--- src/pkg/scsi_req_cfg.svh ---
// Constants for the SCSI request queue engine
`ifndef SCSI_REQ_CFG_SVH
`define SCSI_REQ_CFG_SVH

`define HDR_FIXED_BYTES   32'h0000_0013
`define PI_HDR_BYTES      32'h0000_0008
`define STS_FIXED_BYTES   32'h0000_000C
`define SENSE_SIZE_RST    32'h0000_0060
`define CDB_SIZE_RST      32'h0000_0020
`define MAX_TARGET_RST    8'hFF
`define CTRL_RST          8'h00

`define FEAT_INOUT_BIT    0
`define FEAT_PI_BIT       3
`define CTRL_SIMPLE_BIT   4

`define REG_CTRL          8'h00
`define REG_SENSE_SIZE    8'h04
`define REG_CDB_SIZE      8'h08
`define REG_MAX_TARGET    8'h0C
`define REG_STATUS        8'h10
`define REG_DONE_COUNT    8'h14

`define LUN_WK0           8'hC1
`define LUN_WK1           8'h01
`define LUN_NORMAL0       8'h01
`define LUN_UNIT_MSK      8'h3F

`define ATTR_SIMPLE       8'h00
`define ATTR_ORDERED      8'h01
`define ATTR_HEAD         8'h02
`define ATTR_ACA          8'h03

`define RESP_OK           8'h00
`define RESP_OVERRUN      8'h01
`define RESP_ABORTED      8'h02
`define RESP_BAD_TARGET   8'h03
`define RESP_RESET        8'h04
`define RESP_BUSY         8'h05
`define RESP_TRANSPORT    8'h06
`define RESP_TARGET_FAIL  8'h07
`define RESP_NEXUS_FAIL   8'h08
`define RESP_FAILURE      8'h09

`endif

--- src/pkg/scsi_req_pkg.sv ---
// Types for the SCSI request queue engine
`default_nettype none
package scsi_req_pkg;

    typedef enum logic [1:0] {
        ATTR_SIMPLE_E, ATTR_ORDERED_E, ATTR_HEAD_E, ATTR_ACA_E
    } task_attr_t;

    typedef enum logic [2:0] {
        ST_IDLE, ST_DECODE, ST_EXEC, ST_WAIT, ST_RESP
    } eng_state_t;

    typedef struct packed {
        logic [7:0]       qid;
        logic [7:0][7:0]  lun;
        logic [63:0]      id;
        logic [7:0]       task_attr;
        logic [7:0]       prio;
        logic [7:0]       crn;
        logic [31:0]      rd_len;
        logic [31:0]      wr_len;
        logic [31:0]      prot_out_count;
        logic [31:0]      prot_in_count;
    } req_t;

    typedef struct packed {
        logic [7:0]  qid;
        logic [63:0] id;
        logic        report_luns;
        logic [7:0]  target;
        logic [13:0] unit;
        task_attr_t  attr;
        logic [7:0]  crn;
        logic [31:0] cdb_len;
        logic [31:0] dataout_off;
        logic [31:0] dataout_len;
        logic [31:0] prot_in_off;
        logic [31:0] datain_off;
        logic [31:0] datain_len;
    } exec_t;

    typedef struct packed {
        logic [7:0]  fail_code;
        logic [7:0]  scsi_status;
        logic [31:0] data_length;
        logic [31:0] xfer_bytes;
        logic [31:0] sense_written;
    } done_t;

    typedef struct packed {
        logic [7:0]  qid;
        logic [63:0] id;
        logic [7:0]  status;
        logic [7:0]  response;
        logic [31:0] sense_len;
        logic [31:0] residual;
        logic        out_partial;
    } resp_t;

    typedef struct packed {
        eng_state_t  st;
        req_t        req;
        exec_t       ex;
        resp_t       rsp;
        logic [7:0]  ctrl;
        logic [31:0] sense_size;
        logic [31:0] cdb_size;
        logic [7:0]  max_target;
        logic [31:0] done_cnt;
        logic [31:0] rdata;
    } eng_t;

endpackage : scsi_req_pkg

`default_nettype wire

--- src/rtl/scsi_request_queue_engine.sv ---
// Request queue engine of a virtual SCSI host adapter
`timescale 1ns/1ps
`default_nettype none
`include "scsi_req_cfg.svh"

module scsi_request_queue_engine (
    input  wire logic                 clk_i,
    input  wire logic                 reset_i,
    input  wire logic                 req_valid_i,
    input  wire scsi_req_pkg::req_t   req_i,
    output logic                      req_ready_o,
    output logic                      exec_valid_o,
    output scsi_req_pkg::exec_t       exec_o,
    input  wire logic                 exec_ready_i,
    output logic                      exec_cancel_o,
    input  wire logic                 done_valid_i,
    input  wire scsi_req_pkg::done_t  done_i,
    input  wire logic                 abort_i,
    input  wire logic [63:0]          abort_id_i,
    input  wire logic                 bus_reset_i,
    input  wire logic                 drain_i,
    output logic                      drain_done_o,
    output logic                      resp_valid_o,
    output scsi_req_pkg::resp_t       resp_o,
    input  wire logic                 resp_ready_i,
    input  wire logic [7:0]           addr_i,
    input  wire logic [31:0]          wdata_i,
    input  wire logic                 wr_i,
    input  wire logic                 rd_i,
    output logic [31:0]               rdata_o
);

    scsi_req_pkg::eng_t s;
    scsi_req_pkg::eng_t next_s;

    // 0: malformed, 1: report-luns unit, 2: normal target/unit
    function automatic logic [1:0] lun_kind(input logic [7:0][7:0] lun);
        logic zero_tail;
        zero_tail = (lun[4] == 8'h00) && (lun[5] == 8'h00) &&
                    (lun[6] == 8'h00) && (lun[7] == 8'h00);
        if (lun[0] == `LUN_WK0 && lun[1] == `LUN_WK1 &&
            lun[2] == 8'h00 && lun[3] == 8'h00 && zero_tail) begin
            lun_kind = 2'h1;
        end else if (lun[0] == `LUN_NORMAL0 && zero_tail) begin
            lun_kind = 2'h2;
        end else begin
            lun_kind = 2'h0;
        end
    endfunction : lun_kind

    function automatic scsi_req_pkg::task_attr_t attr_map(
        input logic [7:0] a, input logic all_simple);
        if (all_simple) begin
            attr_map = scsi_req_pkg::ATTR_SIMPLE_E;
        end else begin
            case (a)
                `ATTR_ORDERED: attr_map = scsi_req_pkg::ATTR_ORDERED_E;
                `ATTR_HEAD:    attr_map = scsi_req_pkg::ATTR_HEAD_E;
                `ATTR_ACA:     attr_map = scsi_req_pkg::ATTR_ACA_E;
                default:       attr_map = scsi_req_pkg::ATTR_SIMPLE_E;
            endcase
        end
    endfunction : attr_map

    logic        feat_inout;
    logic        feat_pi;
    logic [1:0]  kind;
    logic [31:0] rd_hdr;
    logic [31:0] wr_hdr;
    logic [32:0] io_total;
    logic        cancel;
    logic [7:0]  cancel_code;

    assign feat_inout = s.ctrl[`FEAT_INOUT_BIT];
    assign feat_pi    = s.ctrl[`FEAT_PI_BIT];
    assign kind       = lun_kind(s.req.lun);
    // Descriptor sits right after the fixed header; protection fields follow
    assign rd_hdr = `HDR_FIXED_BYTES + s.cdb_size +
                    (feat_pi ? (`PI_HDR_BYTES + s.req.prot_out_count)
                             : 32'h0000_0000);
    // Incoming protection area comes before incoming data
    assign wr_hdr = `STS_FIXED_BYTES + s.sense_size +
                    (feat_pi ? s.req.prot_in_count : 32'h0000_0000);
    assign io_total = {1'b0, s.ex.dataout_len} + {1'b0, s.ex.datain_len};

    // Drain outranks reset, reset outranks a matching abort
    always_comb begin
        cancel      = 1'b0;
        cancel_code = `RESP_OK;
        if (drain_i) begin
            cancel      = 1'b1;
            cancel_code = `RESP_FAILURE;
        end else if (bus_reset_i) begin
            cancel      = 1'b1;
            cancel_code = `RESP_RESET;
        end else if (abort_i && abort_id_i == s.req.id) begin
            cancel      = 1'b1;
            cancel_code = `RESP_ABORTED;
        end
    end

    always_comb begin
        next_s = s;
        case (s.st)
            scsi_req_pkg::ST_IDLE: begin
                // Readable and writable lengths arrive already split
                if (req_valid_i && !drain_i) begin
                    next_s.req = req_i;
                    next_s.st  = scsi_req_pkg::ST_DECODE;
                end
            end
            scsi_req_pkg::ST_DECODE: begin
                next_s.ex.qid         = s.req.qid;
                next_s.ex.id          = s.req.id;
                next_s.ex.report_luns = (kind == 2'h1);
                next_s.ex.target      = s.req.lun[1];
                next_s.ex.unit        = {6'(s.req.lun[2] & `LUN_UNIT_MSK),
                                         s.req.lun[3]};
                next_s.ex.attr        = attr_map(s.req.task_attr,
                                            s.ctrl[`CTRL_SIMPLE_BIT]);
                next_s.ex.crn         = s.req.crn;
                next_s.ex.cdb_len     = s.cdb_size;
                next_s.ex.dataout_off = rd_hdr;
                next_s.ex.dataout_len = (s.req.rd_len >= rd_hdr) ?
                    s.req.rd_len - rd_hdr : 32'h0000_0000;
                next_s.ex.prot_in_off = `STS_FIXED_BYTES + s.sense_size;
                next_s.ex.datain_off  = wr_hdr;
                next_s.ex.datain_len  = (s.req.wr_len >= wr_hdr) ?
                    s.req.wr_len - wr_hdr : 32'h0000_0000;
                next_s.rsp.qid         = s.req.qid;
                next_s.rsp.id          = s.req.id;
                next_s.rsp.status      = 8'h00;
                next_s.rsp.sense_len   = 32'h0000_0000;
                next_s.rsp.residual    = 32'h0000_0000;
                next_s.rsp.out_partial = 1'b0;
                next_s.rsp.response    = `RESP_OK;
                if (drain_i) begin
                    next_s.rsp.response = `RESP_FAILURE;
                    next_s.st = scsi_req_pkg::ST_RESP;
                end else if (kind == 2'h0 || (kind == 2'h2 &&
                             s.req.lun[1] > s.max_target)) begin
                    // Never handed to the target
                    next_s.rsp.response = `RESP_BAD_TARGET;
                    next_s.st = scsi_req_pkg::ST_RESP;
                end else if (s.req.rd_len < rd_hdr || s.req.wr_len < wr_hdr ||
                             (!feat_inout && s.req.rd_len != rd_hdr &&
                              s.req.wr_len != wr_hdr)) begin
                    next_s.rsp.response = `RESP_FAILURE;
                    next_s.st = scsi_req_pkg::ST_RESP;
                end else begin
                    next_s.st = scsi_req_pkg::ST_EXEC;
                end
            end
            scsi_req_pkg::ST_EXEC: begin
                if (cancel) begin
                    next_s.rsp.response = cancel_code;
                    next_s.st = scsi_req_pkg::ST_RESP;
                end else if (exec_ready_i) begin
                    next_s.st = scsi_req_pkg::ST_WAIT;
                end
            end
            scsi_req_pkg::ST_WAIT: begin
                if (cancel) begin
                    next_s.rsp.response = cancel_code;
                    next_s.st = scsi_req_pkg::ST_RESP;
                end else if (done_valid_i) begin
                    next_s.st = scsi_req_pkg::ST_RESP;
                    next_s.rsp.status = done_i.scsi_status;
                    next_s.rsp.sense_len =
                        (done_i.sense_written > s.sense_size) ?
                        s.sense_size : done_i.sense_written;
                    // Moved bytes count both directions; clamp keeps it sane
                    next_s.rsp.residual =
                        (done_i.data_length > done_i.xfer_bytes) ?
                        done_i.data_length - done_i.xfer_bytes :
                        32'h0000_0000;
                    next_s.rsp.out_partial =
                        (next_s.rsp.residual > s.ex.datain_len);
                    if ({1'b0, done_i.data_length} > io_total) begin
                        next_s.rsp.response = `RESP_OVERRUN;
                    end else begin
                        // Target-side verdicts pass through unchanged
                        next_s.rsp.response = done_i.fail_code;
                    end
                end
            end
            scsi_req_pkg::ST_RESP: begin
                if (resp_ready_i) begin
                    next_s.st       = scsi_req_pkg::ST_IDLE;
                    next_s.done_cnt = s.done_cnt + 32'h0000_0001;
                end
            end
            default: next_s.st = scsi_req_pkg::ST_IDLE;
        endcase

        // Sizes written mid-request apply to the next decode; sense_size also clamps the pending sense length
        if (wr_i) begin
            case (addr_i)
                `REG_CTRL:       next_s.ctrl       = wdata_i[7:0];
                `REG_SENSE_SIZE: next_s.sense_size = wdata_i;
                `REG_CDB_SIZE:   next_s.cdb_size   = wdata_i;
                `REG_MAX_TARGET: next_s.max_target = wdata_i[7:0];
                default: ;
            endcase
        end
        next_s.rdata = 32'h0000_0000;
        if (rd_i) begin
            case (addr_i)
                `REG_CTRL:       next_s.rdata = {24'h00_0000, s.ctrl};
                `REG_SENSE_SIZE: next_s.rdata = s.sense_size;
                `REG_CDB_SIZE:   next_s.rdata = s.cdb_size;
                `REG_MAX_TARGET: next_s.rdata = {24'h00_0000, s.max_target};
                `REG_STATUS:     next_s.rdata = {16'h0000, s.rsp.response,
                                                 s.st == scsi_req_pkg::ST_IDLE,
                                                 4'h0, s.st};
                `REG_DONE_COUNT: next_s.rdata = s.done_cnt;
                default:         next_s.rdata = 32'h0000_0000;
            endcase
        end
    end

    always_ff @(posedge clk_i or posedge reset_i) begin
        if (reset_i) begin
            s            <= '0;
            s.st         <= scsi_req_pkg::ST_IDLE;
            s.ctrl       <= `CTRL_RST;
            s.sense_size <= `SENSE_SIZE_RST;
            s.cdb_size   <= `CDB_SIZE_RST;
            s.max_target <= `MAX_TARGET_RST;
        end else begin
            s <= next_s;
        end
    end

    assign req_ready_o   = (s.st == scsi_req_pkg::ST_IDLE) && !drain_i;
    assign exec_valid_o  = (s.st == scsi_req_pkg::ST_EXEC);
    assign exec_o        = s.ex;
    assign exec_cancel_o = (s.st == scsi_req_pkg::ST_WAIT) && cancel;
    assign drain_done_o  = drain_i && (s.st == scsi_req_pkg::ST_IDLE);
    assign resp_valid_o  = (s.st == scsi_req_pkg::ST_RESP);
    assign resp_o        = s.rsp;
    assign rdata_o       = s.rdata;
endmodule : scsi_request_queue_engine

`default_nettype wire

--- config.mk ---
export PLATFORM = sky130hd
export DESIGN_NAME = scsi_request_queue_engine
export DESIGN_NICKNAME = d
export VERILOG_FILES = /design/src/pkg/scsi_req_pkg.sv /design/src/rtl/scsi_request_queue_engine.sv
export VERILOG_INCLUDE_DIRS = /design/src /design/src/pkg
export SDC_FILE = /design/constraint.sdc
export NUM_CORES = 2
export LEC_CHECK = 0
export BUFFER_PORTS_ARGS = -buffer_cell sky130_fd_sc_hd__buf_2
export CELL_PAD_IN_SITES_DETAIL_PLACEMENT = 0
export CELL_PAD_IN_SITES_GLOBAL_PLACEMENT = 1
export CORE_AREA = 2 2 393 395
export DETAILED_ROUTE_END_ITERATION = 7
export DIE_AREA = 0 0 395 397
export PLACE_DENSITY_LB_ADDON = 0.12
export SYNTH_ARGS = -nofsm -noshare
export SYNTH_HDL_FRONTEND = slang
export SYNTH_SLANG_ARGS = --single-unit
--- constraint.sdc ---
create_clock -name clk_i -period 39.5 [get_ports clk_i]
set_clock_uncertainty 0.2 [all_clocks]
set_input_delay 7.9 -clock clk_i [delete_from_list [all_inputs] [get_ports clk_i]]
set_output_delay 7.9 -clock clk_i [all_outputs]
set_load 0.01 [all_outputs]
==> flow_summary.ini <==
[clock_network]
postCtsHoldBufs = 0
path_clk_slew_ps = 60
cts_setup_buffers = 0
cts_sinks = 805
cts_made_buffers = 99
cts-resized-gates = 0
clock_path_buffers = 3
cts_root_buffer = clkbuf_16
htreeDepth = 3
clock_latency_ps = 750
cts_tree = yes

[yosys]
synth_cell_type_count = 84
synth_seq_cells = 805
syn_area_per_cell_sq_um = 9.66
synth-async-reset-ratio_pct = 100
syn_inst = 5034
synth_nets = 5877
yosys_most_used_dff = dfrtp_1
yosysSeqAreaShare_pct = 41.5
synth_area_sq_mm = 0.0486
synth_edf_count = 0
yosys_warnings = 0

[detailed_routing]
drt-initial-drc-count = 1870
viasPerCell = 4.90
wirelength_um = 198000
drc_errors = 0
routedWlPerCell_um = 25.8
ant_nets = 0
vias = 37600
dr.pass1.iters = 5

[grt]
antenna_found_initial = 72
grt_pass1_vias = 38100
grt_max_degree = 155
overflow = 0
grt_pass1_wl_um = 279000
grt_usage_pct = 24.6
use_met3_pct = 5.43
globalRouteMet1Util_pct = 28.2
top_usage_layer = met2
use_met2_pct = 44.1

[placement]
io_buffer_count = 993
dp_hpwl_um = 160000
routabilityCongestion = 0.914

[floorplanning]
floorplan.initialDensity_pct = 31.8
dieArea_sq_mm = 0.157
core_sq_mm = 0.153
die_y_um = 397
io-pin-count = 1002
rows = 144
die_width_um = 395

[power_and_ir_drop]
p_clk_share_pct = 28.6
power.switching_mw = 1.30
power_leakage_nw = 27.9
ir_drop_uv = 36.4
internal_power_mw = 2.04
pwr-share-comb_pct = 35.5
sw_frac_of_total_pct = 38.9
pwr-share-seq_pct = 35.9
power_density_mw_per_mm2 = 59.8

[critical_path]
worst-setup-path-type = in2out
cp-start-kind = primary input
r2r_cells = 25
cp.arrival_ps = 10540
worst_setup_path_end_kind = output port
required_ps = 31400
crit_fanout = 5

[sta]
rsz0062_at_grt = false
setup_viol = 0
fmax_ghz = 0.0536
min_period_over_period_pct = 47.2
finalHoldViolations = 0
finalCriticalPeriod_ps = 18640
relSlewSlack_pct = 22.5
slew_violations = 0
tightest_slew_ps = 1130
finalSetupTns_ps = 0

[final_layout]
layout-drive-gt1-share_pct = 28.6
fin_nets = 6358
final_cell_mix = buf_2, nand2_1, dfrtp_1, mux2_2, ha_1
nFillCells = 15900
area_growth_pct = 14.8
fin_util_pct = 36.5
layout_commonest_cell = buf_2

[min_path]
holdPathStages = 2
worst_hold_path_type = reg2reg

[run_status]
outcome = completed

[flow_run]
cap_viol_max_count = 0
-- path summary, 6_finish.rpt --
check                                from             to  slack (ps)
min in group asynchronous         reset_i         s[722]        7060
hold / removal                     s[880]    resp_o[151]         260
setup reg to reg                   s[106]      exec_o[4]       30290
hold reg to reg                    s[880]    resp_o[151]         260
max in group asynchronous         reset_i     exec_o[88]       27530
setup / recovery           abort_id_i[63]  exec_cancel_o       20860
-- area by class of cell --
type | instances | area, sq um | share of cell area [%]
diodes | 31 | 77.6 | 0.139
well taps | 2044 | 2560 | 4.58
clock inverters | 31 | 479 | 0.859
inverters | 204 | 773 | 1.39
repair buffers | 1040 | 5370 | 9.63
clock buffers | 149 | 2920 | 5.23
flip-flops and latches | 805 | 20200 | 36.1
multi-input cells | 3365 | 23500 | 42.0
-- routing by layer --
| layer | part of all wire, % | wire, um |
|---|---|---|
| met5 | 0.12 | 244 |
| met2 | 51 | 101000 |
| met1 | 39 | 77200 |
| met4 | 4.2 | 8350 |
| met3 | 5.4 | 10800 |
-- registers in the layout (all words and copies together), names as in the netlist --
name / flops
resp_o: 153
s: 393
exec_o: 225
rdata_o: 32
feat_pi: 1
feat_inout: 1
-- synth_stat cells, types with 66 or more instances --
library cell  instances  area [sq um]
nor2_1              171           642
ha_1                322          4030
dfrtp_1             794         19900
mux2_2              358          4030
nand2_1             809          3040
xor2_1              128          1120
xnor2_1             164          1440
buf_4               482          3620
nand4_1              73           457
a21o_1              105           788
nand3_1              66           330
clkbuf_1            161           604
and2_1               67           419
a21oi_1             201          1010
inv_1               204           766
o21ai_0             248          1240
-- per-stage QoR --
step / hold WS [ps] / setup slack [ps] / power [mW] / cells / area (sq um)
after floorplan: 233 / 8810 / 2.03 / 5034 / 48600
after global placement: 244 / 20820 / 2.40 / 7458 / 52300
after detailed placement: 251 / 20780 / 2.41 / 7458 / 52300
after CTS: 259 / 20770 / 3.39 / 7638 / 55700
after global routing: 285 / 20710 / 3.54 / 7661 / 55800
final: 264 / 20860 / 3.33 / 7669 / 55800
-- power groups by stage --
stage                     Sequential (mW)  Combinational, mW  Clock [mW]
after floorplan                      1.11              0.912           0
after global placement               1.21               1.19           0
after detailed placement             1.22               1.20           0
after CTS                            1.20               1.20       0.983
after global routing                 1.22               1.31        1.01
final                                1.20               1.18       0.954
-- critical path, stage by stage --
cell     delay, ps
buf_2          100
xnor2_1        470
nand4_1        220
nor4_1         530
nand3_1        120
or4_1          630
nor3b_1        240
nor2_1         130
buf_2          190
-- logic make-up after synthesis --
| logic type | after synthesis | synth area share [%] |
|---|---|---|
| AND/OR/NAND/NOR | 1439 | 13.3 |
| buffers and inverters | 864 | 10.4 |
| multiplexers | 400 | 9.16 |
| adder cells (fa/ha/maj) | 331 | 8.60 |
| flip-flops | 805 | 41.5 |
| XOR/XNOR | 294 | 5.33 |
| AO/OA/AOI/OAI | 901 | 11.7 |
(Power assumes the default switching activity.)
